<file path="src/asp_pkg.sv">
// Package for the audio status and power control register bank.
// Assumes an 8-bit register port with one-cycle strobes and registered read data.
package asp_pkg;
    localparam logic [7:0] ADDR_RATE_CALC_TARGET = 8'h37;
    localparam logic [7:0] ADDR_RATE_CALC_RESULT = 8'h38;
    localparam logic [7:0] ADDR_INCOMING_INFO = 8'h39;
    localparam logic [7:0] ADDR_BURST_INFO_LO = 8'h3A;
    localparam logic [7:0] ADDR_BURST_INFO_HI = 8'h3B;
    localparam logic [7:0] ADDR_BURST_LEN_LO = 8'h3C;
    localparam logic [7:0] ADDR_BURST_LEN_HI = 8'h3D;
    localparam logic [7:0] ADDR_SYSTEM_RESET_POWER = 8'h40;
    localparam logic [7:0] ADDR_ADC_CONTROL_ONE = 8'h42;
    localparam logic [7:0] ADDR_CRYSTAL_DIV = 8'h31;
    localparam logic [7:0] ADDR_OSC_AUTO = 8'h30;

    localparam logic [7:0] RST_RATE_CALC_TARGET = 8'h00;
    localparam logic [7:0] RST_SYSTEM_RESET_POWER = 8'hC0;
    localparam logic [7:0] RST_ADC_CONTROL_ONE = 8'h02;
    localparam logic [7:0] RST_CRYSTAL_DIV = 8'h1A;
    localparam logic [7:0] RST_OSC_AUTO = 8'h00;

    // System register bit positions.
    localparam int SYS_MODE_RESET_BIT = 7;
    localparam int SYS_ADC_RESET_BIT = 6;
    localparam int SYS_ADC_PD_BIT = 5;
    localparam int SYS_RX_PD_BIT = 4;
    localparam int SYS_TX_PD_BIT = 1;
    localparam int SYS_OSC_PD_BIT = 0;

    // ADC control one, crystal divider and oscillator auto bit positions.
    localparam int ADC_CLKOUT_GATE_BIT = 5;
    localparam int ADC_DATA_SRC_BIT = 4;
    localparam int ADC_RATE_LIMIT_BIT = 3;
    localparam int ADC_CLK_SRC_LSB = 0;
    localparam int CRYSTAL_SYSCLK_DIV_LSB = 4;
    localparam int OSC_AUTO_BIT = 0;

    // Result and incoming info register field positions.
    localparam int RES_BUSY_BIT = 7;
    localparam int RES_PORT_LSB = 4;
    localparam int INFO_NONAUDIO_BIT = 6;

    // Rate code for out of range, and the limiter window 14 to 111 kHz.
    localparam logic [3:0] RATE_OUT_OF_RANGE = 4'h0;
    localparam logic [3:0] RATE_CODE_16K = 4'h4;
    localparam logic [3:0] RATE_CODE_96K = 4'hC;

    typedef enum logic [2:0] {
        ASP_PORT_RECEIVER = 3'h0,
        ASP_PORT_ADC = 3'h1,
        ASP_PORT_AUX0 = 3'h2,
        ASP_PORT_AUX1 = 3'h3,
        ASP_PORT_AUX2 = 3'h4,
        ASP_PORT_MAIN_OUT = 3'h5,
        ASP_PORT_AUX_OUT = 3'h6,
        ASP_PORT_TRANSMITTER = 3'h7
    } asp_port_e;

    typedef enum logic [2:0] {
        ASP_CLK_AUTO = 3'h0,
        ASP_CLK_RECEIVER = 3'h1,
        ASP_CLK_CRYSTAL = 3'h2,
        ASP_CLK_AUX0 = 3'h3,
        ASP_CLK_AUX1 = 3'h4,
        ASP_CLK_AUX2 = 3'h5
    } asp_clk_src_e;
endpackage

</file>
<file path="src/asp_regs.sv">
// Register bank for rate status, burst preambles, resets and power control.
// Assumes measurement results arrive from logic on i_clk; pins pass two flops.
// Function
// - Three-bit target select chooses measured port, receiver at reset.
// - Result bit 7 shows one while measuring, zero when done.
// - Result bits 6 to 4 give the port actually measured.
// - Four-bit rate code, zero out of range, fifteen rates from 8 kHz.
// - No signal at port keeps busy set and the old rate code.
// - Reading status registers has no side effect.
// - Rate status only works while the receiver is powered.
// - Incoming busy set while measuring or unlocked, old rate held.
// - Channel status bit 1 mirrors into info bit 6.
// - Incoming rate in bits 3 to 0, same encoding.
// - Burst info word, low byte at first address, high at second.
// - Length word updates only together with the info word.
// - Each burst info update is signalled through update flags.
// - Writing zero to bit 7 or 6 resets; the bits restore to one.
// - Power-down bits 5, 4, 1, 0 act when one, reset zero.
// - Oscillator power-down bit overrides automatic oscillator control.
// - Clock-output bit decides if ADC clocks run during power-down.
// - Data source bit picks internal ADC or external input pin.
// - Rate limiter forces ADC power-down at receiver rates 14 to 111 kHz when the ADC clock source is the receiver.
// - Clock source codes auto, receiver, crystal, aux zero, one, two.
// - Crystal system clock divide by 1, 2, 4, 8, default by 2.
//
// Strobed register access was chosen for this implementation.
`timescale 1ns/1ps
module asp_regs (
    input wire logic i_clk,
    input wire logic i_resetn,
    input wire logic [7:0] i_addr,
    input wire logic [7:0] i_wdata,
    input wire logic i_wr,
    input wire logic i_rd,
    output logic [7:0] o_rdata,
    input wire logic i_calc_done,
    input wire logic [2:0] i_calc_port,
    input wire logic [3:0] i_calc_rate,
    input wire logic i_calc_signal,
    input wire logic i_rx_locked,
    input wire logic i_in_rate_valid,
    input wire logic [3:0] i_in_rate,
    input wire logic i_cs_bit1,
    input wire logic i_burst_valid,
    input wire logic [15:0] i_burst_info,
    input wire logic [15:0] i_burst_length,
    input wire logic i_adc_data,
    input wire logic i_ext_adc_pin,
    input wire logic i_osc_auto_req,
    output logic [2:0] o_calc_target_sel,
    output logic o_calc_enable,
    output logic o_burst_update_flag0,
    output logic o_burst_update_flag1,
    output logic o_mode_regs_reset,
    output logic o_adc_soft_reset,
    output logic o_adc_powerdown,
    output logic o_receiver_powerdown,
    output logic o_transmitter_powerdown,
    output logic o_oscillator_enable,
    output logic o_adc_clkout_enable,
    output logic o_main_data,
    output logic [2:0] o_adc_clock_source,
    output logic [1:0] o_crystal_sysclk_div
);
    logic [7:0] target_reg;
    logic [7:0] sys_reg;
    logic [7:0] adc_reg;
    logic [7:0] xdiv_reg;
    logic [7:0] osc_reg;
    logic calc_busy_flag;
    logic [2:0] calc_port_id;
    logic [3:0] calc_rate_code;
    logic incoming_rate_busy;
    logic nonaudio_cs_flag;
    logic [3:0] incoming_rate_code;
    logic [15:0] burst_info;
    logic [15:0] burst_length;
    logic ext_sync1;
    logic ext_sync2;
    logic rx_on;
    logic limiter_force;
    logic adc_pd_eff;
    logic [7:0] next_rdata;
    // Register images and fields assembled once and read by the read mux, the limiter and the outputs.
    logic [7:0] calc_result_word;
    logic [7:0] incoming_info_word;
    logic [2:0] clk_src_field;
    logic [1:0] xdiv_field;

    // Decode a write to one register address.
    function automatic logic wr_hit(input logic [7:0] a, input logic [7:0] want,
                                    input logic w);
        wr_hit = w && (a == want);
    endfunction

    // Elaboration checks. Each field but the oscillator auto bit must lie inside its byte and the limiter
    // window must not be empty. A package edit that broke either would quietly
    // corrupt the decode below, so it is refused here instead.
    if (asp_pkg::SYS_MODE_RESET_BIT > 7
        || asp_pkg::SYS_ADC_RESET_BIT > 7) begin : g_chk_sys_rst
        $error("System reset bit lies outside its byte.");
    end
    if (asp_pkg::SYS_ADC_PD_BIT > 7 || asp_pkg::SYS_RX_PD_BIT > 7
        || asp_pkg::SYS_TX_PD_BIT > 7 || asp_pkg::SYS_OSC_PD_BIT > 7) begin : g_chk_sys_pd
        $error("Power-down bit lies outside its byte.");
    end
    if (asp_pkg::ADC_CLKOUT_GATE_BIT > 7 || asp_pkg::ADC_DATA_SRC_BIT > 7
        || asp_pkg::ADC_RATE_LIMIT_BIT > 7) begin : g_chk_adc_bits
        $error("Control bit lies outside its byte.");
    end
    if (asp_pkg::ADC_CLK_SRC_LSB > 5
        || asp_pkg::CRYSTAL_SYSCLK_DIV_LSB > 6) begin : g_chk_fields
        $error("Multi-bit field runs past the top of its byte.");
    end
    if (asp_pkg::RES_BUSY_BIT > 7 || asp_pkg::RES_PORT_LSB != 4
        || asp_pkg::INFO_NONAUDIO_BIT > 7) begin : g_chk_status
        $error("Status field overlaps the rate code or leaves its byte.");
    end
    if (asp_pkg::RATE_CODE_16K > asp_pkg::RATE_CODE_96K) begin : g_chk_window
        $error("Limiter window is empty.");
    end
    if (asp_pkg::RATE_OUT_OF_RANGE >= asp_pkg::RATE_CODE_16K) begin : g_chk_range
        $error("Out-of-range code falls inside the limiter window.");
    end

    // Receiver power gates every status path below.
    assign rx_on = !sys_reg[asp_pkg::SYS_RX_PD_BIT];

    // Clock source and divider fields, sliced once for the limiter and the outputs.
    assign clk_src_field = adc_reg[asp_pkg::ADC_CLK_SRC_LSB +: 3];
    assign xdiv_field = xdiv_reg[asp_pkg::CRYSTAL_SYSCLK_DIV_LSB +: 2];

    // The 14 to 111 kHz window holds the codes from 16 kHz up to 96 kHz, since
    // 12 kHz lies below it and 128 kHz above it. A busy or unlocked receiver
    // never forces power-down, so a stale rate cannot hold the ADC off.
    // limiter window
    assign limiter_force = adc_reg[asp_pkg::ADC_RATE_LIMIT_BIT]
        && (clk_src_field == asp_pkg::ASP_CLK_RECEIVER) && i_rx_locked
        && !incoming_rate_busy
        && (incoming_rate_code >= asp_pkg::RATE_CODE_16K)
        && (incoming_rate_code <= asp_pkg::RATE_CODE_96K);
    assign adc_pd_eff = sys_reg[asp_pkg::SYS_ADC_PD_BIT] || limiter_force;

    // Target select register; reserved bits kept as written.
    // A mode reset wins over a write in the same cycle, so defaults always land.
    always_ff @(posedge i_clk or negedge i_resetn) begin
        if (!i_resetn) begin
            target_reg <= asp_pkg::RST_RATE_CALC_TARGET;
        end else if (!sys_reg[asp_pkg::SYS_MODE_RESET_BIT]) begin
            target_reg <= asp_pkg::RST_RATE_CALC_TARGET;
        end else if (wr_hit(i_addr, asp_pkg::ADDR_RATE_CALC_TARGET, i_wr)) begin
            target_reg <= i_wdata;
        end
    end

    // System register; reset bits restore themselves one cycle after the pulse.
    // A write that clears bit 7 lands its own low bits for one cycle; the restore
    // cycle then returns them to their defaults along with the mode registers.
    always_ff @(posedge i_clk or negedge i_resetn) begin
        if (!i_resetn) begin
            sys_reg <= asp_pkg::RST_SYSTEM_RESET_POWER;
        end else if (wr_hit(i_addr, asp_pkg::ADDR_SYSTEM_RESET_POWER, i_wr)) begin
            sys_reg <= i_wdata;
        end else begin
            sys_reg[asp_pkg::SYS_MODE_RESET_BIT] <= 1'b1;
            sys_reg[asp_pkg::SYS_ADC_RESET_BIT] <= 1'b1;
            if (!sys_reg[asp_pkg::SYS_MODE_RESET_BIT]) begin
                sys_reg[5:0] <= asp_pkg::RST_SYSTEM_RESET_POWER[5:0];
            end
        end
    end

    // Mode registers return to defaults while the mode reset pulse is active.
    // The oscillator auto bit and the crystal divider live here as well, so a
    // mode reset returns the clock tree to its quiet default.
    always_ff @(posedge i_clk or negedge i_resetn) begin
        if (!i_resetn) begin
            adc_reg <= asp_pkg::RST_ADC_CONTROL_ONE;
            xdiv_reg <= asp_pkg::RST_CRYSTAL_DIV;
            osc_reg <= asp_pkg::RST_OSC_AUTO;
        end else if (!sys_reg[asp_pkg::SYS_MODE_RESET_BIT]) begin
            adc_reg <= asp_pkg::RST_ADC_CONTROL_ONE;
            xdiv_reg <= asp_pkg::RST_CRYSTAL_DIV;
            osc_reg <= asp_pkg::RST_OSC_AUTO;
        end else begin
            if (wr_hit(i_addr, asp_pkg::ADDR_ADC_CONTROL_ONE, i_wr)) begin
                adc_reg <= i_wdata;
            end
            if (wr_hit(i_addr, asp_pkg::ADDR_CRYSTAL_DIV, i_wr)) begin
                xdiv_reg <= i_wdata;
            end
            if (wr_hit(i_addr, asp_pkg::ADDR_OSC_AUTO, i_wr)) begin
                osc_reg <= i_wdata;
            end
        end
    end

    // Port rate calculator results, updated only with the receiver powered.
    // Freezing them while the receiver sleeps keeps the last good result readable
    // instead of a half-finished one.
    always_ff @(posedge i_clk or negedge i_resetn) begin
        if (!i_resetn) begin
            calc_busy_flag <= 1'b1;
            calc_port_id <= asp_pkg::ASP_PORT_RECEIVER;
            calc_rate_code <= asp_pkg::RATE_OUT_OF_RANGE;
        end else if (rx_on) begin
            if (!i_calc_signal) begin
                calc_busy_flag <= 1'b1;
            end else if (i_calc_done) begin
                calc_busy_flag <= 1'b0;
                calc_port_id <= i_calc_port;
                calc_rate_code <= i_calc_rate;
            end else begin
                calc_busy_flag <= 1'b1;
            end
        end
    end

    // Incoming biphase status; rate held while measuring or unlocked.
    // The limiter reads this rate too, so holding it also steadies that decision.
    always_ff @(posedge i_clk or negedge i_resetn) begin
        if (!i_resetn) begin
            incoming_rate_busy <= 1'b1;
            nonaudio_cs_flag <= 1'b0;
            incoming_rate_code <= asp_pkg::RATE_OUT_OF_RANGE;
        end else if (rx_on) begin
            nonaudio_cs_flag <= i_cs_bit1;
            if (!i_rx_locked || !i_in_rate_valid) begin
                incoming_rate_busy <= 1'b1;
            end else begin
                incoming_rate_busy <= 1'b0;
                incoming_rate_code <= i_in_rate;
            end
        end
    end

    // Burst words captured together; flags pulse for each capture.
    // Loading both on one edge means a host never pairs a new info word with an
    // old length word.
    always_ff @(posedge i_clk or negedge i_resetn) begin
        if (!i_resetn) begin
            burst_info <= 16'h0000;
            burst_length <= 16'h0000;
            o_burst_update_flag0 <= 1'b0;
            o_burst_update_flag1 <= 1'b0;
        end else begin
            o_burst_update_flag0 <= i_burst_valid && rx_on;
            o_burst_update_flag1 <= i_burst_valid && rx_on;
            if (i_burst_valid && rx_on) begin
                burst_info <= i_burst_info;
                burst_length <= i_burst_length;
            end
        end
    end

    // External ADC data pin synchroniser.
    // Only the second flop is read; the first may still be settling.
    always_ff @(posedge i_clk or negedge i_resetn) begin
        if (!i_resetn) begin
            ext_sync1 <= 1'b0;
            ext_sync2 <= 1'b0;
        end else begin
            ext_sync1 <= i_ext_adc_pin;
            ext_sync2 <= ext_sync1;
        end
    end

    // Result image: busy flag on top, then the port measured, then its rate.
    // Built field by field so the busy and port positions follow their package constants; the rate sits at bits 3 to 0.
    always_comb begin
        calc_result_word = 8'h00;
        calc_result_word[asp_pkg::RES_BUSY_BIT] = calc_busy_flag;
        calc_result_word[asp_pkg::RES_PORT_LSB +: 3] = calc_port_id;
        calc_result_word[3:0] = calc_rate_code;
    end

    // Incoming image: busy, non-audio flag, two reserved zeros, incoming rate.
    always_comb begin
        incoming_info_word = 8'h00;
        incoming_info_word[asp_pkg::RES_BUSY_BIT] = incoming_rate_busy;
        incoming_info_word[asp_pkg::INFO_NONAUDIO_BIT] = nonaudio_cs_flag;
        incoming_info_word[3:0] = incoming_rate_code;
    end

    // Read mux; reads only select data and never change state.
    always_comb begin
        next_rdata = 8'h00;
        unique case (i_addr)
            asp_pkg::ADDR_RATE_CALC_TARGET: next_rdata = target_reg;
            asp_pkg::ADDR_RATE_CALC_RESULT: next_rdata = calc_result_word;
            asp_pkg::ADDR_INCOMING_INFO: next_rdata = incoming_info_word;
            asp_pkg::ADDR_BURST_INFO_LO: next_rdata = burst_info[7:0];
            asp_pkg::ADDR_BURST_INFO_HI: next_rdata = burst_info[15:8];
            asp_pkg::ADDR_BURST_LEN_LO: next_rdata = burst_length[7:0];
            asp_pkg::ADDR_BURST_LEN_HI: next_rdata = burst_length[15:8];
            asp_pkg::ADDR_SYSTEM_RESET_POWER: next_rdata = sys_reg;
            asp_pkg::ADDR_ADC_CONTROL_ONE: next_rdata = adc_reg;
            asp_pkg::ADDR_CRYSTAL_DIV: next_rdata = xdiv_reg;
            asp_pkg::ADDR_OSC_AUTO: next_rdata = osc_reg;
            default: next_rdata = 8'h00;
        endcase
    end

    // Read data register, valid the cycle after the read strobe.
    // Zero outside the read slot keeps stray reads visible on the bus.
    always_ff @(posedge i_clk or negedge i_resetn) begin
        if (!i_resetn) begin
            o_rdata <= 8'h00;
        end else if (i_rd) begin
            o_rdata <= next_rdata;
        end else begin
            o_rdata <= 8'h00;
        end
    end

    // Control outputs, all registered.
    // Each follows its register one cycle late; that cycle buys a flop on every pin.
    always_ff @(posedge i_clk or negedge i_resetn) begin
        if (!i_resetn) begin
            o_calc_target_sel <= asp_pkg::ASP_PORT_RECEIVER;
            o_calc_enable <= 1'b0;
            o_mode_regs_reset <= 1'b0;
            o_adc_soft_reset <= 1'b0;
            o_adc_powerdown <= 1'b0;
            o_receiver_powerdown <= 1'b0;
            o_transmitter_powerdown <= 1'b0;
            o_oscillator_enable <= 1'b0;
            o_adc_clkout_enable <= 1'b1;
            o_main_data <= 1'b0;
            o_adc_clock_source <= asp_pkg::ASP_CLK_CRYSTAL;
            o_crystal_sysclk_div <= asp_pkg::RST_CRYSTAL_DIV[asp_pkg::CRYSTAL_SYSCLK_DIV_LSB +: 2];
        end else begin
            o_calc_target_sel <= target_reg[2:0];
            o_calc_enable <= rx_on;
            o_mode_regs_reset <= !sys_reg[asp_pkg::SYS_MODE_RESET_BIT];
            o_adc_soft_reset <= !sys_reg[asp_pkg::SYS_ADC_RESET_BIT];
            o_adc_powerdown <= adc_pd_eff;
            o_receiver_powerdown <= sys_reg[asp_pkg::SYS_RX_PD_BIT];
            o_transmitter_powerdown <= sys_reg[asp_pkg::SYS_TX_PD_BIT];
            // The power-down bit beats the auto request whichever way it points.
            // oscillator override
            o_oscillator_enable <= !sys_reg[asp_pkg::SYS_OSC_PD_BIT]
                && (!osc_reg[asp_pkg::OSC_AUTO_BIT] || i_osc_auto_req);
            // The gate only bites while the ADC is really down, forced or not.
            // clock output gate
            o_adc_clkout_enable <= !(adc_reg[asp_pkg::ADC_CLKOUT_GATE_BIT] && adc_pd_eff);
            o_main_data <= adc_reg[asp_pkg::ADC_DATA_SRC_BIT] ? ext_sync2 : i_adc_data;
            o_adc_clock_source <= clk_src_field;
            o_crystal_sysclk_div <= xdiv_field;
        end
    end
endmodule

</file>
<file path="config.mk">
export PLATFORM = sky130hd
export DESIGN_NAME = asp_regs
export DESIGN_NICKNAME = d
export VERILOG_FILES = /design/src/asp_pkg.sv /design/src/asp_regs.sv
export SDC_FILE = /design/constraint.sdc
export NUM_CORES = 1
export LEC_CHECK = 0
export BUFFER_PORTS_ARGS = -buffer_cell sky130_fd_sc_hd__buf_2
export CORE_MARGIN = 2
export CORE_UTILIZATION = 45
export CTS_CLUSTER_SIZE = 16
export DETAILED_ROUTE_END_ITERATION = 7
export PLACE_DENSITY = 0.65
export RECOVER_POWER = 25
export SYNTH_ARGS = -nofsm -noshare
export SYNTH_HDL_FRONTEND = slang
export SYNTH_SLANG_ARGS = --single-unit
</file>
<file path="constraint.sdc">
create_clock -name i_clk -period 1.86 [get_ports i_clk]
set_clock_uncertainty 0.15 [all_clocks]
set_input_delay 0.558 -clock i_clk [delete_from_list [all_inputs] [get_ports i_clk]]
set_output_delay 0.558 -clock i_clk [all_outputs]
set_load 0.01 [all_outputs]
</file>
=== Yosys cells after proc, flatten, opt, wreduce, memory -nomap -nowiden ===
Index checks and enable logic that the tools add are counted.
Widths: inputs -> output; s select.

* Reductions and logical operators: 27
* Equality and inequality tests: 17
* Bitwise logic cells: 2
* $lt $le $gt $ge: 2
* Multiplexer cells: 16

{| class="wikitable"
|+ Operators by type and width
! kind !! number
|-
| $pmux 8 s11 || 1
|-
| $mux 8 || 10
|-
| $eq 8x6->1 const B || 9
|-
| $eq 8x7->1 const B || 2
|-
| $logic_and 1x1->1 || 13
|-
| $ne 2x1->1 const B || 5
|-
| $logic_not 1->1 || 9
|-
| $mux 6 || 1
|-
| $ge 4x3->1 const B || 1
|-
| $le 4x4->1 const B || 1
|-
| $mux 1 || 4
|-
| $eq 3x1->1 const B || 1
|-
| $logic_or 1x1->1 || 3
|-
| $reduce_and 3->1 || 1
|-
| $not 1->1 || 2
|-
| $reduce_and 2->1 || 1
|}

* Bits of input ports: 72
* Flip-flop bits (word level): 114
* Output and inout bits: 27
* Word-level logic and storage cells: 94

=== Depth between registers and ports, before layout ===
Gate-level depths: netlist of run 1.

* Word-level depth: 9
* Gate-level depth with buffers: 7
* Depth with buffers taken out: 5

=== Worst setup path after synthesis of run 1 ===
No wires, ideal clock.

* Kind: input port to flip-flop
* Start point: input port i_addr[0]
* End point: register o_rdata[0]
* Stages on the path: 5
* Required time: 1.576 ns
* Slack: -0.123 ns
* Buffers on the path: 2
* Data arrival time: 1.699 ns
* Library setup time: 0.134 ns
* Path through: buf_2 buf_2 mux4_2 a32oi_1 a31oi_1

* Word-level cells in the longest chain between the ends: 3
* Elaborated cells on any way between the ends: 13
* Those cells by class: eq/ne (11); mux (2)

{| class="wikitable"
|+ Ends and longest elaborated chain
! item !! RTL line !! source
|-
| start, declared || asp_regs.sv:31 || <nowiki>input wire logic [7:0] i_addr,</nowiki>
|-
| $eq 8x6->1 / $eq 8x7->1 (equally long branches) || asp_regs.sv:288 || <nowiki>unique case (i_addr)</nowiki>
|-
| $pmux 8 s11 * || asp_regs.sv:288 ||
|-
| $mux 8 * || asp_regs.sv:309 || <nowiki>end else if (i_rd) begin</nowiki>
|-
| end signal, assigned || asp_regs.sv:310 || <nowiki>o_rdata <= next_rdata;</nowiki>
|-
| end, declared || asp_regs.sv:35 || <nowiki>output logic [7:0] o_rdata,</nowiki>
|}

Every way passes the cells marked *; elsewhere a longest branch is shown, timed or not.
A chain may end at the register's enable or synchronous reset.

=== Worst setup path in the final report of run 1 ===
* Start point: register o_adc_clkout_enable
* End point: output port o_adc_clkout_enable

{| class="wikitable"
|+ RTL lines
! item !! RTL line !! source
|-
| start, declared || asp_regs.sv:60 || <nowiki>output logic o_adc_clkout_enable,</nowiki>
|-
| start signal, assigned || asp_regs.sv:346 || <nowiki>o_adc_clkout_enable <= !(adc_reg[asp_pkg::ADC_CLKOUT_GATE_BIT] && adc_pd_eff);</nowiki>
|}

No word-level cell between the ends.

==> key figures, run 1 <==
Status
  – Status: complete, no violations

Synthesis
  – Sequential share of the synthesized area: about 58%
  – Cell Area, Synth: roughly 5000 sq um
  – Post-synth top area cell: dfrtp_1
  – Post-synth top flop: dfrtp_1
  – Cell count after synthesis: just over 400
  – Mapped Avg Cell Area: between 10 and 15 sq um
  – Distinct cells, synth: 50
  – Post-synth top cells: dfrtp_1, mux2_2, nor2_1, nand2_1, mux2i_1
  – Count leader, synth: dfrtp_1
  – Syn_nets: ~480
  – Synth top area cells: dfrtp_1, mux2_2, dfstp_2, mux2i_1, nor2_1
  – Synth top area share: around 52%
  – EDFF count, synth: 0
  – Ys Warns: 0
  – Seq cells post-synth: between 100 and 150
  – Async S/R FF share, synth: 100.0%

Finish
  – Fin area: between 6000 and 7000 sq um
  – Final core occ: 60.41%
  – Nets: 620
  – ANT cells: 0
  – Ratio of cells with drive above 1 in the final layout: 43.49%
  – Register area: ~2900 sq um
  – Filler cells: roughly 890
  – Area of the multi-input gates: 1948 sq um
  – Area growth, synth to finish: 31.39%
  – Top Registers: burst_info (16), burst_length (16)

CTS
  – H-tree depth: 4
  – Clock Path Buffers: 2
  – CTS Buf Count: 17
  – Num Clock Sinks: about 110
  – TritonCTS clock tree: done
  – Root buf cell: clkbuf_8
  – Latest clock arrival within the worst-skew pair: slightly above 0.5 ns
  – CTS clk-pin slew, worst paths: roughly 0.060 ns
  – Post CTS Setup Buffer Count: 0

Setup path
  – CP arrival: around 1.1 ns
  – Worst R2R End: o_rdata[5]
  – RR Startpoint: burst_info[5]
  – CP Class: flip-flop to output pin
  – Slowest stage delay, CP: approximately 0.53 ns
  – Crit-path slowest cell: dfstp_2
  – Buf+Inv Stages, Crit Path: 1
  – Critical path, cell by cell: buf_6
  – CP max FO: 1
  – Crit path capture type: output pin
  – Crit path launch type: flip-flop
  – Reg2Reg Setup Slack: ~0.15 ns
  – Worst path required time: between 1 and 1.5 ns
  – CP top delay family: flip-flops
  – R2R cell count: 5

Routing
  – DR iter-0 viols: around 290
  – Wire per inst: 19.11 um
  – Vias: a little under 4000
  – Detailed Route WL: around 13 mm
  – Vias/cell: 5.675
  – Drt first pass iters: 5
  – Antenna Nets Post-Route: 0
  – Detailed-route DRC error count: 0

Placement
  – Placed Area: about 6000 sq um
  – DPL Wire Length: around 9.9 mm
  – IO Port Bufs: just under 100
  – Gpl congestion: ~0.9

Floorplan
  – Core area: between 10000 and 15000 sq um
  – Chip width: 109.0 um
  – FP Rows: 38
  – I/O pin total: about 100
  – Die Y-Extent: between 100 and 150 um
  – DIE AREA: between 10000 and 15000 sq um
  – Initial Utilization: a little under half

STA
  – Worst-margin pin slew: 0.6283 ns
  – Hold slack: 0.1216 ns
  – Period Utilization, post-route: ~99%
  – RSZ-0062 raised after global routing: yes
  – Setup TNS: 0 ns
  – Slew Limit Fails: 0
  – Final setup violating endpoints: 0
  – Min Tclk post-route: between 1.5 and 2 ns
  – Final hold viol count: 0
  – Max Freq: around 0.54 GHz
  – Slew headroom: 58.12%

Power and ir drop
  – Pwr/cell area: 1113 nW/um^2
  – Maximum vdd ir drop: roughly 0.00089 V
  – Lkg Pwr: between 0.003 and 0.004 uW
  – Power, Total: between 7000 and 8000 uW

Min path
  – Hold Path Stages: 2
  – Hold crit path type: input port to flip-flop
  – Min-delay src: i_burst_info[11]
  – Hold path endpoint: burst_info[11]

Run
  – Max-Cap Viols: 0

Global route
  – Gr usage total: a little under a quarter
  – Largest net degree at the start of global routing: 45
  – GRT overflow: 0
  – Number of global-route vias before repair: 3916
  – Initial antenna violation count: 0
  – First-pass GRT wire length: roughly 21 mm
[per-layer routing]
layer / global-route usage (%) / vias up / share of wire [%]
met2: 37.22 / 162 / 47
met3: 6.216 / 52 / 6.8
met4: 9.066 / 0 / 3.5
met1: 32.31 / 1999 / 43
met5: 0 / - / 0
li1: - / 1765 / -
[timing repair]
| item | 4_1_cts | 5_1_grt |
|---|---|---|
| hold endpoints to repair | 20 | 0 |
| hold buffers | 2 | 0 |
| endpoints found under the setup margin | 1 | 3 |
| gates resized for setup | 1 | 2 |
[stage by stage]
step           instances  worst slack [ns]
2_1_floorplan        405          -0.09688
3_3_place_gp         667           -0.2930
3_5_place_dp         667           -0.3158
4_1_cts              701         -0.002102
5_1_grt              701          -0.03130
6_report             701           0.01716
[cell usage in the layout, fill, tap and decap left out, drive strengths merged, types with 2 or more instances in the layout]
cell	instances
a22oi	16
o21a	2
buf	143
mux2i	25
mux4	2
a32oi	6
nand2b	5
dfrtp	103
mux2	49
nand2	30
and3	2
clkbuf	25
and4bb	2
o22ai	4
nand3	20
nor3b	4
nor3	4
a221oi	5
inv	5
nor2	36
dlygate4sd3	2
a31oi	6
clkinvlp	4
a22o	5
a21oi	18
dfstp	11
nor2b	3
clkinv	5
[layout make-up]
cell class              instances  area share, %
flip-flops and latches        114          43.96
clock buffers                  22          6.947
clock inverters                10          1.305
inverters                       5         0.2879
repair buffers                148          14.93
multi-input cells             262          29.88
well taps                     140          2.687
[power by group]
group          switching (uW)  total [uW]  internal, uW
sequential                306        3310          3000
clock                    1100        2920          1820
combinational             412        1020           612
[cell families after synthesis]
family / count (synthesis) / synth area share (%)
buffers and inverters: 29 / 3.177
multiplexers: 76 / 17.07
flip-flops: 114 / 57.77
AND/OR/NAND/NOR: 117 / 12.15
AO/OA/AOI/OAI: 69 / 9.834
[how the worst max path moves through the flow]
stage	startpoint	to	slack, ns	depth (start not counted)
2_1_floorplan	i_addr[3]	o_rdata[4]	-0.1	7
5_1_grt	o_adc_clkout_enable	o_adc_clkout_enable	-0.03	1
6_report	o_adc_clkout_enable	o_adc_clkout_enable	0.02	1
4_1_cts	o_adc_clkout_enable	o_adc_clkout_enable	-0.002	1
3_5_place_dp	i_addr[7]	o_rdata[6]	-0.32	6
3_3_place_gp	i_addr[4]	sys_reg[0]	-0.29	8
[worst register-to-register path, stage by stage, from the launching register on]
cell	delay, ns
dfrtp_1	0.37
mux2_4	0.28
a32oi_1	0.22
a21oi_1	0.11
a2111oi_0	0.38
nor2_1	0.09
Power figures use the tool's default switching activity.
==> run 2, diff against run 1 <==
--- a/config.mk
+++ b/config.mk
@@ -5,12 +5,12 @@
 export SDC_FILE = /design/constraint.sdc
 export NUM_CORES = 1
 export LEC_CHECK = 0
+export ABC_AREA = 1
 export BUFFER_PORTS_ARGS = -buffer_cell sky130_fd_sc_hd__buf_2
 export CORE_MARGIN = 2
-export CORE_UTILIZATION = 45
+export CORE_UTILIZATION = 35
 export CTS_CLUSTER_SIZE = 16
 export DETAILED_ROUTE_END_ITERATION = 7
-export PLACE_DENSITY = 0.65
 export RECOVER_POWER = 25
 export SYNTH_ARGS = -nofsm -noshare
 export SYNTH_HDL_FRONTEND = slang
==> key figures, run 2 <==
CTS
  – Latest clock arrival within the worst-skew pair: 0.42 ns (-0.09 ns)
  – Num Clock Sinks: 114 (unchanged)
  – CTS clk-pin slew, worst paths: 0.05 ns (about the same)
  – Clock Path Buffers: 2 (unchanged)
  – H-tree depth: 4 (unchanged)
  – TritonCTS clock tree: done
  – Root buf cell: clkbuf_16
  – CTS Buf Count: 17 (unchanged)
  – Post CTS Setup Buffer Count: 0 (unchanged)

Placement
  – IO Port Bufs: 98 (unchanged)
  – Gpl congestion: 0.8625 (-6.9%)
  – DPL Wire Length: 10.31 mm (+4.6%)

Synthesis
  – Cell count after synthesis: 609 (+50%)
  – Post-synth top flop: dfrtp_1
  – Async S/R FF share, synth: 100.0% (unchanged)
  – Synth top area share: 50.51% (-1.4 points)
  – Count leader, synth: nand2_1
  – Ys Warns: 0 (unchanged)
  – Syn_nets: 681 (+43%)
  – Synth top area cells: dfrtp_1, nand2_1, nand3_1, dfstp_2, nor2_1
  – Post-synth top area cell: dfrtp_1
  – Sequential share of the synthesized area: 56.18% (-1.6 points)
  – Post-synth top cells: nand2_1, dfrtp_1, nand3_1, nor2_1, inv_1
  – Seq cells post-synth: 114 (unchanged)
  – EDFF count, synth: 0 (unchanged)
  – Mapped Avg Cell Area: 8.378 sq um (-32%)
  – Cell Area, Synth: 5102 sq um (+2.8%)
  – Distinct cells, synth: 30 (-40%)

Setup path
  – Crit path capture type: output pin
  – Critical path, cell by cell: buf_2
  – R2R cell count: 6 (+1)
  – CP top delay family: flip-flops
  – Slowest stage delay, CP: 0.53 ns (about the same)
  – Crit path launch type: flip-flop
  – Worst R2R End: burst_length[11]
  – CP arrival: 1.07 ns (-0.06 ns)
  – Reg2Reg Setup Slack: 0.11 ns (-0.04 ns)
  – Buf+Inv Stages, Crit Path: 1 (unchanged)
  – Worst path required time: 1.15 ns (about the same)
  – Setup crit start: o_crystal_sysclk_div[0]
  – CP Class: flip-flop to output pin
  – Crit-path slowest cell: dfstp_2
  – CP max FO: 1 (unchanged)
  – RR Startpoint: sys_reg[4]

Global route
  – Number of global-route vias before repair: 4435 (+13%)
  – First-pass GRT wire length: 22.63 mm (+8.4%)
  – GRT overflow: 0 (unchanged)
  – Gr usage total: 18.51% (-5.4 points)
  – Largest net degree at the start of global routing: 34 (-24%)
  – Initial antenna violation count: 0 (unchanged)

STA
  – Final setup violating endpoints: 0 (unchanged)
  – RSZ-0062 raised after global routing: no
  – Final hold viol count: 0 (unchanged)
  – Max Freq: 0.5635 GHz (+3.9%)
  – Worst-margin pin slew: 0.7694 ns (+0.1411 ns)
  – Hold slack: 0.09677 ns (-0.02485 ns)
  – Min Tclk post-route: 1.774 ns (-0.06837 ns)
  – Slew headroom: 48.71% (-9.4 points)
  – Slew Limit Fails: 0 (unchanged)
  – Period Utilization, post-route: 95.40% (-3.7 points)

Floorplan
  – Die Y-Extent: 124.7 um (+14%)
  – FP Rows: 44 (+16%)
  – DIE AREA: 15560 sq um (+31%)
  – I/O pin total: 99 (unchanged)
  – Core area: 14370 sq um (+33%)
  – Initial Utilization: 35.51% (-10 points)
  – Chip width: 124.7 um (+14%)

Min path
  – Hold Path Stages: 1 (-1)
  – Min-delay src: i_ext_adc_pin
  – Hold path endpoint: ext_sync1
  – Hold crit path type: input port to flip-flop

Routing
  – Vias/cell: 4.759 (-16%)
  – Vias: 4435 (+11%)
  – Drt first pass iters: 5 (unchanged)
  – Detailed Route WL: 13.63 mm (+1.8%)
  – Antenna Nets Post-Route: 0 (unchanged)
  – Wire per inst: 14.63 um (-23%)
  – Detailed-route DRC error count: 0 (unchanged)
  – DR iter-0 viols: 338 (+18%)

Finish
  – Final core occ: 45.98% (-14 points)
  – Commonest non-fill, non-tap cell in the layout: nand2_1
  – Area growth, synth to finish: 29.48%
  – ANT cells: 0 (unchanged)
  – Most frequent cells in the layout: nand2_1, dfrtp_1, buf_2, nand3_1, nor2_1
  – Nets: 807 (+30%)
  – Ratio of cells with drive above 1 in the final layout: 26.20% (-17 points)
  – Top Registers: burst_info (16), burst_length (16)

Run
  – Max-Cap Viols: 0 (unchanged)

Power and ir drop
  – Pwr/cell area: 998.6 nW/um^2 (-10%)
  – Maximum vdd ir drop: 0.0005978 V (-33%)
  – Lkg Pwr: 0.003571 uW (+11%)

Status
  – Status: complete, no violations
[run 2: cells by family (layout without fill, tap and decap cells)]
kind of cell / count (synthesis) / after routing / share of synthesized area (%)
simple gates: 382 / 382 / 31.93
flops: 114 / 114 / 56.18
buf+inv: 65 / 204 / 6.008
compound gates: 43 / 43 / 4.782
mux: 5 / 5 / 1.103
[run 2: report_power, final]
group / total, uW / switching, uW / internal (uW)
logic: 510 / 305 / 204
registers: 2800 / 123 / 2680
clock network: 3280 / 1120 / 2160
[run 2: what timing repair did]
| item | CTS | global route |
|---|---|---|
| hold endpoints to repair | 24 | 0 |
| endpoints found under the setup margin | 0 | 7 |
| gates resized for setup | 0 | 2 |
| hold buffers | 1 | 0 |
[run 2: worst max-delay path by stage]
stage / end / slack, ns / depth (start not counted)
global placement: o_rdata[4] / -0.13 / 10
floorplan: xdiv_reg[5] / 0.15 / 10
finish: o_crystal_sysclk_div[0] / 0.09 / 1
detailed placement: o_rdata[4] / -0.16 / 12
global route: burst_length[4] / 0.01 / 6
CTS: calc_port_id[0] / 0.02 / 5
[run 2: stage by stage]
step / power [uW] / cells / area [sq um] / setup slack [ns] / setup TNS [ns]
after global routing: 6829 / 932 / 6606 / 0.01283 / 0
final: 6597 / 932 / 6606 / 0.08552 / 0
after floorplan: 3056 / 609 / 5102 / 0.1460 / 0
after global placement: 3347 / 899 / 5992 / -0.1295 / -1.180
after detailed placement: 3357 / 899 / 5992 / -0.1596 / -1.872
after CTS: 6647 / 932 / 6600 / 0.01731 / 0
[run 2: cell type report]
cell class / count / area [sq um]
clock inverters: 10 / 133.9
fillers: 1428 / 7762
repair buffers: 132 / 823.3
flip-flops and latches: 114 / 2867
inverters: 40 / 153.9
well taps: 184 / 230.2
clock buffers: 22 / 464.2
multi-input cells: 430 / 1934
[run 2: metal layers]
metal | global-route usage [%] | vias to the layer above | share of wire, %
met1 | 25.33 | 2079 | 46
met3 | 5.627 | 23 | 5.9
met4 | 5.750 | 0 | 1.6
met2 | 28.32 | 137 | 46
li1 | - | 2196 | -
met5 | 0 | - | 0
[run 2: worst reg2reg max path: stages, from the launching register on]
cell and delay [ns]:
dfrtp_1 0.44, clkinv_1 0.33, nand2_1 0.24, clkinv_1 0.10, buf_4 0.21, nand2_1 0.11
nand2_1 0.05
==> run 3, diff against run 2 <==
--- a/config.mk
+++ b/config.mk
@@ -11,6 +11,7 @@
 export CORE_UTILIZATION = 35
 export CTS_CLUSTER_SIZE = 16
 export DETAILED_ROUTE_END_ITERATION = 7
+export HOLD_SLACK_MARGIN = 0.02
 export RECOVER_POWER = 25
 export SYNTH_ARGS = -nofsm -noshare
 export SYNTH_HDL_FRONTEND = slang
==> constraint.sdc (replaced) <==
create_clock -name i_clk -period 1.7 [get_ports i_clk]
set_clock_uncertainty 0.15 [all_clocks]
set_input_delay 0.51 -clock i_clk [delete_from_list [all_inputs] [get_ports i_clk]]
set_output_delay 0.51 -clock i_clk [all_outputs]
set_load 0.01 [all_outputs]
==> key figures, run 3 (synthesis gave the netlist of run 2 again) <==
STA
  – Hold slack: 0.04785 ns (-0.04893 ns)
  – Min Tclk post-route: roughly 1.7 ns
  – Slew Limit Fails: 0 (unchanged)
  – Setup TNS: 0 ns (unchanged)
  – Slew headroom: 65.65% (+17 points)
  – Period Utilization, post-route: approximately 100%
  – Final hold viol count: 0 (unchanged)
  – Max Freq: just under 0.6 GHz
  – Final Worst Setup Slack: 0.001078 ns (-0.08445 ns)
  – Final setup violating endpoints: 0 (unchanged)
  – Worst-margin pin slew: 0.5133 ns (-0.2561 ns)
  – RSZ-0062 raised after global routing: yes

Setup path
  – Crit path capture type: output pin
  – Crit-path slowest cell: dfstp_2
  – Critical path, cell by cell: buf_6
  – Crit path launch type: flip-flop
  – CP arrival: 1.04 ns (-0.03 ns)
  – Worst path required time: 1.04 ns (-0.11 ns)
  – Slowest stage delay, CP: 0.53 ns (about the same)
  – Buf+Inv Stages, Crit Path: 1 (unchanged)
  – CP max FO: 1 (unchanged)
  – CP Class: flip-flop to output pin
  – CP top delay family: flip-flops

Routing
  – Drt first pass iters: 5 (unchanged)
  – Antenna Nets Post-Route: 0 (unchanged)
  – Detailed-route DRC error count: 0 (unchanged)
  – Vias/cell: 4.777 (+0.39%)
  – DR iter-0 viols: 282 (-17%)
  – Met3 wire len: 787 um (-2.0%)
  – Wire per inst: 15.12 um (+3.4%)
  – Wire length on met2: 6.433 mm (+2.3%)
  – Detailed Route WL: 14.25 mm (+4.5%)
  – Wire length on met1: 6.583 mm (+4.2%)
  – Vias: 4500 (+1.5%)
  – Top sig layer: met4

CTS
  – Latest clock arrival within the worst-skew pair: 0.42 ns (about the same)
  – H-tree depth: 4 (unchanged)
  – Root buf cell: clkbuf_16
  – CTS Buf Count: 17 (unchanged)
  – TritonCTS clock tree: done
  – Num Clock Sinks: 114 (unchanged)
  – CTS clk-pin slew, worst paths: 0.05 ns (about the same)
  – Clock Path Buffers: 2 (unchanged)

Finish
  – Area of the multi-input gates: 1937 sq um (+0.13%)
  – ANT cells: 0 (unchanged)
  – Final core occ: 46.28% (+0.30 points)
  – Register area: 2867 sq um (unchanged)
  – Commonest non-fill, non-tap cell in the layout: nand2_1
  – Filler cells: 1430 (+0.14%)
  – Nets: 817 (+1.2%)
  – Area growth, synth to finish: 30.33%
  – Ratio of cells with drive above 1 in the final layout: 26.91% (+0.71 points)
  – Top Registers: burst_info (16), burst_length (16)
  – Most frequent cells in the layout: nand2_1, dfrtp_1, nand3_1, buf_2, nor2_1

Placement
  – DPL Wire Length: 10.68 mm (+3.5%)
  – Gpl congestion: 0.9009 (+4.5%)
  – IO Port Bufs: 98 (unchanged)
  – Setup WS pre-CTS: -0.2980 ns (-0.1385 ns)

Run
  – Max-Cap Viols: 0 (unchanged)

Floorplan
  – DIE AREA: 15560 sq um (unchanged)
  – FP Rows: 44 (unchanged)
  – I/O pin total: 99 (unchanged)
  – Chip width: 124.7 um (unchanged)
  – Die Y-Extent: 124.7 um (unchanged)
  – Initial Utilization: 35.51% (unchanged)
  – Core area: 14370 sq um (unchanged)

Power and ir drop
  – Pwr/cell area: 1059 nW/um^2 (+6.0%)
  – Net switching power: 1700 uW (+9.8%)
  – Maximum vdd ir drop: 0.0006316 V (+5.7%)
  – Int Pwr: 5342 uW (+5.8%)
  – Combinational Power Share: 8.2% (+0.5 points)
  – Power, Total: 7041 uW (+6.7%)
  – Clock power frac: 48.2% (-1.6 points)
  – Reg power frac: 43.6% (+1.1 points)
  – Lkg Pwr: 0.003591 uW (+0.56%)
  – Switching Share: 24.14% (+0.68 points)

Global route
  – Number of global-route vias before repair: 4649 (+4.8%)
  – First-pass GRT wire length: 23.45 mm (+3.6%)
  – Largest net degree at the start of global routing: 49 (+44%)
  – GRT overflow: 0 (unchanged)
  – Gr usage total: 19.38% (+0.86 points)
  – Initial antenna violation count: 0 (unchanged)

Status
  – Status: complete, no violations

Min path
  – Hold crit path type: input port to flip-flop
## run 3: repair_timing
action,in CTS,in global routing
setup endpoints to repair,3,8
hold buffers,1,0
setup buffers,0,0
gates resized for setup,3,3
endpoints found under the hold margin,60,0
## run 3: final timing paths
kind                                         startpoint                      end  slack (ns)  cells after the start
worst max-delay path            o_crystal_sysclk_div[0]  o_crystal_sysclk_div[0]       0.001                      1
worst min-delay path                      i_ext_adc_pin                ext_sync1        0.05                      1
worst max register to register               sys_reg[4]          burst_length[2]        0.12                      6
worst min register to register                ext_sync1                ext_sync2        0.21                      0
max in group asynchronous                      i_resetn              xdiv_reg[1]        0.25                      3
min in group asynchronous                      i_resetn                ext_sync1        0.38                      2
## run 3: final cells by class
cell class,count,share of cell area [%]
Sequential cell,114,43.10
Multi-Input combinational cell,430,29.13
Timing Repair Buffer,142,13.58
Clock buffer,21,6.773
Tap cell,184,3.462
Inverter,40,2.258
Clock inverter,11,1.693
## run 3: per-stage QoR
stage | std cells | cell area, sq um
5_1_grt | 942 | 6650
3_5_place_dp | 909 | 6080
4_1_cts | 942 | 6671
6_report | 942 | 6650
2_1_floorplan | 609 | 5102
3_3_place_gp | 909 | 6080
## run 3: per-layer routing
layer | vias up | global-route usage (%)
met1 | 2120 | 25.41
met4 | 0 | 7.931
met3 | 27 | 5.112
met5 | - | 0
li1 | 2216 | -
met2 | 137 | 30.54
## run 3: power by group through the flow
stage	Combinational, uW	Clock (uW)	Sequential (uW)
2_1_floorplan	268	0	3080
4_1_cts	592	3440	3070
3_5_place_dp	579	0	3110
3_3_place_gp	567	0	3110
6_report	576	3390	3070
5_1_grt	656	3590	3100
